**src/shared/drive_ctl_pkg.sv**
```systemverilog
`default_nettype none
package drive_ctl_pkg;

    // ------------------------------------------------------------
    // constants
    // ------------------------------------------------------------
    localparam int          NUM_SELECTS   = 4;
    localparam int          HEAD_BITS     = 2;
    localparam logic [1:0]  SELECT_ID_RST = 2'h0;   // default drive address
    localparam logic        LINE_TRUE     = 1'h0;   // low level is true
    localparam logic        LINE_FALSE    = 1'h1;   // high or open is false
    localparam logic [1:0]  HEAD_RST      = 2'h0;

    // step edge detector states
    typedef enum logic [0:0] {
        STEP_IDLE = 1'h0,
        STEP_HIGH = 1'h1
    } step_state_t;

endpackage
`default_nettype wire

```
**src/disk_drive_control_select.sv**
```systemverilog
// Contract
// - accept shared inputs only when own select true
// - gate reduced current, write gate, heads, step, direction
// - write data only while write gate low
// - write gate inactive means read data flows
// - step only moves actuator while not writing
// - all control inputs are active low
// - unselected drive ignores inputs, outputs open
// - two head lines give head 0 to 3
// - movement starts on step trailing edge
// - direction false outward, true inward
`timescale 1ns/1ns
`default_nettype none

module disk_drive_control_select
    import drive_ctl_pkg::*;
(
    input  wire logic                   clk_sys,
    input  wire logic                   reset_n,
    input  wire logic [1:0]             select_id,
    input  wire logic [NUM_SELECTS-1:0] drive_sel_n,
    input  wire logic                   reduced_wc_n,
    input  wire logic                   write_gate_n,
    input  wire logic [HEAD_BITS-1:0]   head_sel_n,
    input  wire logic                   step_n,
    input  wire logic                   dir_in_n,
    input  wire logic                   write_data,
    input  wire logic                   read_data,
    input  wire logic                   status_n,
    output logic                        selected,
    output logic                        write_enable,
    output logic                        reduced_current,
    output logic [HEAD_BITS-1:0]        head_num,
    output logic                        step_pulse,
    output logic                        step_inward,
    output logic                        disk_write_data,
    output logic                        read_data_out,
    output logic                        read_data_oe_n,
    output logic                        status_out_n,
    output logic                        status_oe_n,
    output logic                        drive_selected_n,
    output logic                        drive_selected_oe_n
);

    // ------------------------------------------------------------
    // elaboration checks
    // ------------------------------------------------------------
    // the address strap is two bits and the head decode is a plain
    // inversion of two lines; other sizes would alias drives or heads
    if (NUM_SELECTS != 4) begin : g_bad_selects
        $error("drive select decode needs exactly four lines");
    end
    if (HEAD_BITS != 2) begin : g_bad_heads
        $error("head decode needs exactly two lines");
    end

    // ------------------------------------------------------------
    // select decode and input gating
    // ------------------------------------------------------------
    logic        sel_now;
    logic        wg_true;
    logic [1:0]  id_r;
    logic        sel_r;
    step_state_t step_st_r;
    step_state_t step_st_nxt;

    // drive address reloaded from the strap whenever the bus is idle and this drive was not selected last cycle
    always_ff @(posedge clk_sys) begin
        if (!reset_n) begin
            id_r <= SELECT_ID_RST;
        end else if (!sel_r && drive_sel_n == {NUM_SELECTS{LINE_FALSE}}) begin
            id_r <= select_id;  // only reloaded while bus is idle
        end
    end

    // every host control input passes through sel_now, so a deselected
    // drive cannot see write gate, step or head lines at all
    assign sel_now = (drive_sel_n[id_r] == LINE_TRUE);
    assign wg_true = sel_now && (write_gate_n == LINE_TRUE);

    // ------------------------------------------------------------
    // registered control outputs, one process per concern
    // ------------------------------------------------------------
    // select seen last cycle; feeds the idle checks and the address
    // reload guard
    always_ff @(posedge clk_sys) begin
        if (!reset_n) begin
            sel_r <= 1'h0;
        end else begin
            sel_r <= sel_now;
        end
    end

    // write enable toward the head amplifier
    always_ff @(posedge clk_sys) begin
        if (!reset_n) begin
            write_enable <= 1'h0;
        end else begin
            write_enable <= wg_true;
        end
    end

    // write data forced low outside the gate so no stray flux
    // reversal reaches the disk while reading or deselected
    always_ff @(posedge clk_sys) begin
        if (!reset_n) begin
            disk_write_data <= 1'h0;
        end else begin
            disk_write_data <= wg_true && write_data;
        end
    end

    // reduced write current passed on although the drive ignores it
    always_ff @(posedge clk_sys) begin
        if (!reset_n) begin
            reduced_current <= 1'h0;
        end else begin
            reduced_current <= sel_now && !reduced_wc_n;
        end
    end

    // head number; an unselected drive keeps its last head, and two
    // false lines give head 0
    always_ff @(posedge clk_sys) begin
        if (!reset_n) begin
            head_num <= HEAD_RST;
        end else if (sel_now) begin
            head_num <= ~head_sel_n;
        end
    end

    // seek direction; held while unselected like the head number,
    // since the line only matters at the step trailing edge
    always_ff @(posedge clk_sys) begin
        if (!reset_n) begin
            step_inward <= 1'h0;
        end else if (sel_now) begin
            step_inward <= (dir_in_n == LINE_TRUE);
        end
    end

    // ------------------------------------------------------------
    // step trailing edge detection
    // ------------------------------------------------------------
    // a pulse is armed only while selected and not writing, so a
    // step seen during write gate never moves the actuator
    always_comb begin
        step_st_nxt = step_st_r;
        case (step_st_r)
            STEP_IDLE: begin
                if (sel_now && !wg_true && step_n == LINE_TRUE) begin
                    step_st_nxt = STEP_HIGH;
                end
            end
            STEP_HIGH: begin
                if (!sel_now || wg_true || step_n == LINE_FALSE) begin
                    step_st_nxt = STEP_IDLE;
                end
            end
            default: step_st_nxt = STEP_IDLE;
        endcase
    end

    // step line state, armed only while a step may move the heads
    always_ff @(posedge clk_sys) begin
        if (!reset_n) begin
            step_st_r <= STEP_IDLE;
        end else begin
            step_st_r <= step_st_nxt;
        end
    end

    // fire on true to false only if still selected and reading; a
    // write gate raised while the line is true cancels the step
    always_ff @(posedge clk_sys) begin
        if (!reset_n) begin
            step_pulse <= 1'h0;
        end else begin
            step_pulse <= (step_st_r == STEP_HIGH) && sel_now && !wg_true
                          && step_n == LINE_FALSE;
        end
    end

    // ------------------------------------------------------------
    // outputs toward the host
    // ------------------------------------------------------------
    // read data copied every cycle; only the enable follows select
    // and write gate, so turning the pair around costs one cycle
    always_ff @(posedge clk_sys) begin
        if (!reset_n) begin
            read_data_out  <= 1'h0;
            read_data_oe_n <= 1'h1;
        end else begin
            read_data_out  <= read_data;
            read_data_oe_n <= !(sel_now && !wg_true);
        end
    end

    // status is open collector: the stage only sinks when selected
    // and true, so a false status never fights another drive
    always_ff @(posedge clk_sys) begin
        if (!reset_n) begin
            status_out_n <= LINE_FALSE;
            status_oe_n  <= 1'h1;
        end else begin
            status_out_n <= status_n;
            status_oe_n  <= !(sel_now && status_n == LINE_TRUE);
        end
    end

    // drive selected line: a constant true level gated by the enable
    always_ff @(posedge clk_sys) begin
        if (!reset_n) begin
            drive_selected_n    <= LINE_FALSE;
            drive_selected_oe_n <= 1'h1;
        end else begin
            drive_selected_n    <= LINE_TRUE;
            drive_selected_oe_n <= !sel_now;
        end
    end

    assign selected = sel_r;

endmodule
`default_nettype wire

```
**config.mk**
```make
export PLATFORM = sky130hd
export DESIGN_NAME = disk_drive_control_select
export DESIGN_NICKNAME = d
export VERILOG_FILES = /design/src/shared/drive_ctl_pkg.sv /design/src/disk_drive_control_select.sv
export SDC_FILE = /design/constraint.sdc
export NUM_CORES = 1
export LEC_CHECK = 0
export BUFFER_PORTS_ARGS = -buffer_cell sky130_fd_sc_hd__buf_2
export CAP_MARGIN = 25
export CORE_AREA = 2 2 39 41
export DETAILED_ROUTE_END_ITERATION = 6
export DIE_AREA = 0 0 41 43
export PLACE_DENSITY_LB_ADDON = 0.12
export SETUP_SLACK_MARGIN = 0.02
export SLEW_MARGIN = 25
export SYNTH_ARGS = -nofsm -noshare
export SYNTH_HDL_FRONTEND = slang
export SYNTH_SLANG_ARGS = --single-unit
```
**constraint.sdc**
```tcl
create_clock -name clk_sys -period 3.5 [get_ports clk_sys]
set_clock_uncertainty 0.15 [all_clocks]
set_input_delay 0.175 -clock clk_sys [delete_from_list [all_inputs] [get_ports clk_sys]]
set_output_delay 0.175 -clock clk_sys [all_outputs]
set_load 0.01 [all_outputs]
```
==> flow_summary.rst <==
.. list-table::
   :header-rows: 1

   * - Metric
     - Value
   * - Result of the run
     - completed
   * - Number of design rule violations left after detail routing
     - 0
   * - Largest family of logic cells by synthesized area
     - simple AND/OR/NAND/NOR gates
   * - Pin count of the biggest net entering global routing
     - 11
   * - Count of cell types in the netlist
     - 16
   * - TritonRoute pass-1 iters
     - 4
   * - Hold Path Class
     - in2reg
   * - Overall routed net length
     - 1030 um
   * - Worst setup slack for register-to-register paths
     - 1.43 ns
   * - Wire per inst
     - 9.49 um
   * - Syn_area_per_cell
     - 11.0 um2
   * - Xor and xnor fraction of the mapped netlist area
     - 0%
   * - Data arrival time of the worst path
     - 2.15 ns
   * - Fraction of power consumed by combinational cells
     - 12.6%
   * - CTS tree
     - done
   * - Worst flop-to-flop path endpoint
     - disk_write_data
   * - Ratio of total power to cell area
     - 418 nW/um2
   * - Share of Yosys cell area claimed by the top area cell type
     - 63.1%
   * - Clock-pin slew on the worst setup and hold paths
     - 0.10 ns
   * - Worst slew margin
     - 85.4%
   * - Antenna violations before repair
     - 0
   * - CP required
     - 3.58 ns
   * - Share of post-route cells with drive strength above 1
     - 41.3%
   * - Worst Min Path Start
     - dir_in_n
   * - Slew Viols, Final
     - 0
   * - Wire length of the first global-routing pass
     - 1580 um
   * - Clk pwr share
     - 28.5%
   * - Overall track demand over capacity in global routing
     - 13.4%
   * - Switching Share
     - 22.4%
   * - Path depth of the worst reg2reg path
     - 4
   * - Clock Latency Late Sink
     - 0.27 ns
   * - Diode insertion count for antenna repair
     - 0
   * - Critical Path End Type
     - flip-flop
   * - Yosys reg bits
     - 17
   * - Number of cells on the worst hold path
     - 3
   * - Worst setup SP type
     - flip-flop
   * - Number of setup violations in the final report
     - 0
   * - Ys Warns
     - 0
   * - Pleak
     - 0.396 nW
   * - Area fraction in compound gates after synthesis
     - 2.78%
   * - Syn Std Cell Area
     - 539 um2
   * - Portion of netlist area occupied by mux cells
     - 7.89%
   * - Post-Route Setup TNS
     - 0 ns
   * - Internal power contribution
     - 0.000269 W
   * - Row cnt
     - 14
   * - Seq/Total Area, Yosys
     - 63.1%
   * - Dominant cell type by area after synthesis
     - dfxtp_1
   * - Via count
     - 463
   * - Unrepaired setup endpoints after global routing
     - false
   * - First DRT Iteration DRCs
     - 3
   * - Critical Setup Path Class
     - reg2reg
   * - Clock net sink count
     - 17
   * - CTS Root Buffer Type
     - clkbuf_4
   * - Residual antenna-violating net count after detailed routing
     - 0
   * - Largest cells by area after synthesis
     - dfxtp_1 (63%), nand2_1 (5.6%), mux4_2 (4.2%)
   * - Worst-margin pin slew
     - 0.218 ns
   * - Die footprint
     - 1760 um2
   * - Post-DP HPWL
     - 738 um
   * - Chip height
     - 43 um
   * - Fmax
     - 0.484 GHz
   * - Adder-cell area share of the yosys netlist
     - 0%
   * - CTS H-Tree Depth
     - 1
   * - Placer congestion estimate
     - 0.723
   * - Core Footprint
     - 1380 um2
   * - Worst voltage drop across the vdd grid
     - 198 uV
   * - Basic-gate share of the synthesized area counting and, or, nand and nor cells
     - 23.4%
   * - Mapped Cells
     - 49
   * - Effective utilization at floorplan
     - 39.0%
   * - Total grt overflow
     - 0
   * - Share of total power in sequential cells
     - 58.9%
   * - Count of maximum capacitance violations
     - 0
   * - Clock tree buffer depth
     - 2
   * - Post-route clock period utilization
     - 59.1%
   * - Final Core Density
     - 59.9%
   * - Final #Nets
     - 110
   * - Via-to-Cell Ratio
     - 4.29
   * - Net Count, Synth
     - 66
   * - Total CTS buffers
     - 3
   * - NetSw
     - 0.0000778 W
   * - Die extent in x
     - 41 um
   * - IO Count
     - 31
   * - Time the final worst path needs with I/O delays and setup
     - 2.07 ns
   * - Via count of the first global-routing pass
     - 406
   * - Worst R2R Start
     - id_r[0]
   * - Total count of hold-check failures in the final report
     - 0
   * - Maximum fanout along the worst path
     - 9
   * - Synthesis-to-finish area growth
     - 53.8%
   * - Number of port buffers
     - 30
   * - Hold Path End
     - step_inward
## registers in the layout (all words and copies together), names as in the netlist
signal and flops:
disk_write_data 1, drive_selected_n 1, drive_selected_oe_n 1, head_num 2, id_r 2, read_data_oe_n 1, read_data_out 1, reduced_current 1
selected 1, status_oe_n 1, status_out_n 1, step_inward 1, step_pulse 1, step_st_r 1, write_enable 1
## synth_stat cells
cell type / n
dfxtp_1: 17
nand2_1: 8
nor2_1: 5
a21oi_1: 3
or2_0: 3
inv_1: 2
mux2i_1: 2
and2_1: 1
buf_4: 1
mux4_2: 1
nand2b_1: 1
nand2b_4: 1
nand3b_1: 1
nand4_1: 1
nor3b_2: 1
or2_2: 1
## cells by family after synthesis
| family | count (synthesis) |
|---|---|
| simple gates | 23 |
| buf+inv | 3 |
| compound gates | 3 |
| flops | 17 |
| mux | 3 |
## per-stage QoR
stage	setup WS, ns	cell area (um2)	power [W]	std cells	hold slack (ns)
2_1_floorplan	2.04	539	0.000227	49	0.0957
3_3_place_gp	2.00	702	0.000244	94	0.188
3_5_place_dp	1.98	702	0.000245	94	0.184
4_1_cts	1.43	830	0.000353	108	0.00621
5_1_grt	1.32	830	0.000368	108	0.0365
6_report	1.43	830	0.000347	108	0.0203
## layer usage
metal  vias to the layer above  GRT usage (%)  share of wire, %
met1                       196           16.2                44
met2                        20           19.4                49
met4                         0           9.33              0.59
li1                        245              -                 -
met5                         -              0                 0
met3                         2           3.66               7.1
## power groups by stage
| stage | registers [W] | logic (W) | clock network [W] |
|---|---|---|---|
| 2_1_floorplan | 0.000213 | 0.0000136 | 0 |
| 5_1_grt | 0.000206 | 0.0000487 | 0.000114 |
| 3_5_place_dp | 0.000209 | 0.0000358 | 0 |
| 3_3_place_gp | 0.000209 | 0.0000356 | 0 |
| 6_report | 0.000204 | 0.0000437 | 0.0000988 |
| 4_1_cts | 0.000204 | 0.0000440 | 0.000105 |
## worst max-delay path, cell delays in order, from the launching register on
cell and delay, ns:
dfxtp_1 0.37, mux4_2 0.59, nand2b_4 0.20, nor3b_2 0.17, dlygate4sd3_1 0.55
## cell type report
type,count,area [um2]
clock buffer,3,22.5
clock inverter,1,5.00
fill,130,554
inverter,2,7.51
multi-input combinational,29,184
sequential,17,340
tap,16,20.0
timing repair buffer,40,250
## what timing repair did
action	CTS	global route
hold buffers	10	0
hold endpoints to repair	11	0
buffers inserted	0	0
gates resized for setup	0	0
## cell usage in the layout (no fill, tap or decap)
cell type | netlist | layout
a21oi_1 | 3 | 3
and2_1 | 1 | 1
buf_2 | 0 | 30
clkbuf_4 | 0 | 3
clkinv_2 | 0 | 1
dfxtp_1 | 17 | 17
dlygate4sd3_1 | 0 | 10
inv_1 | 2 | 2
mux2i_1 | 2 | 2
mux4_2 | 1 | 1
nand2_1 | 8 | 8
nand2b_1 | 1 | 1
nand2b_4 | 1 | 1
nand3b_1 | 1 | 1
nand4_1 | 1 | 1
nor2_1 | 5 | 5
nor3b_2 | 1 | 1
or2_0 | 3 | 3
or2_2 | 1 | 1
## how the worst max path moves through the flow
stage	start	end	slack, ns	cells after the start
floorplan	id_r[0]	status_oe_n	2.04	2
global placement	id_r[0]	status_oe_n	2.00	2
detailed placement	id_r[0]	step_inward	1.98	3
CTS	id_r[0]	disk_write_data	1.43	4
global route	id_r[0]	disk_write_data	1.32	4
finish	id_r[0]	disk_write_data	1.43	4
No activity file was read; power rests on OpenSTA's default activity.
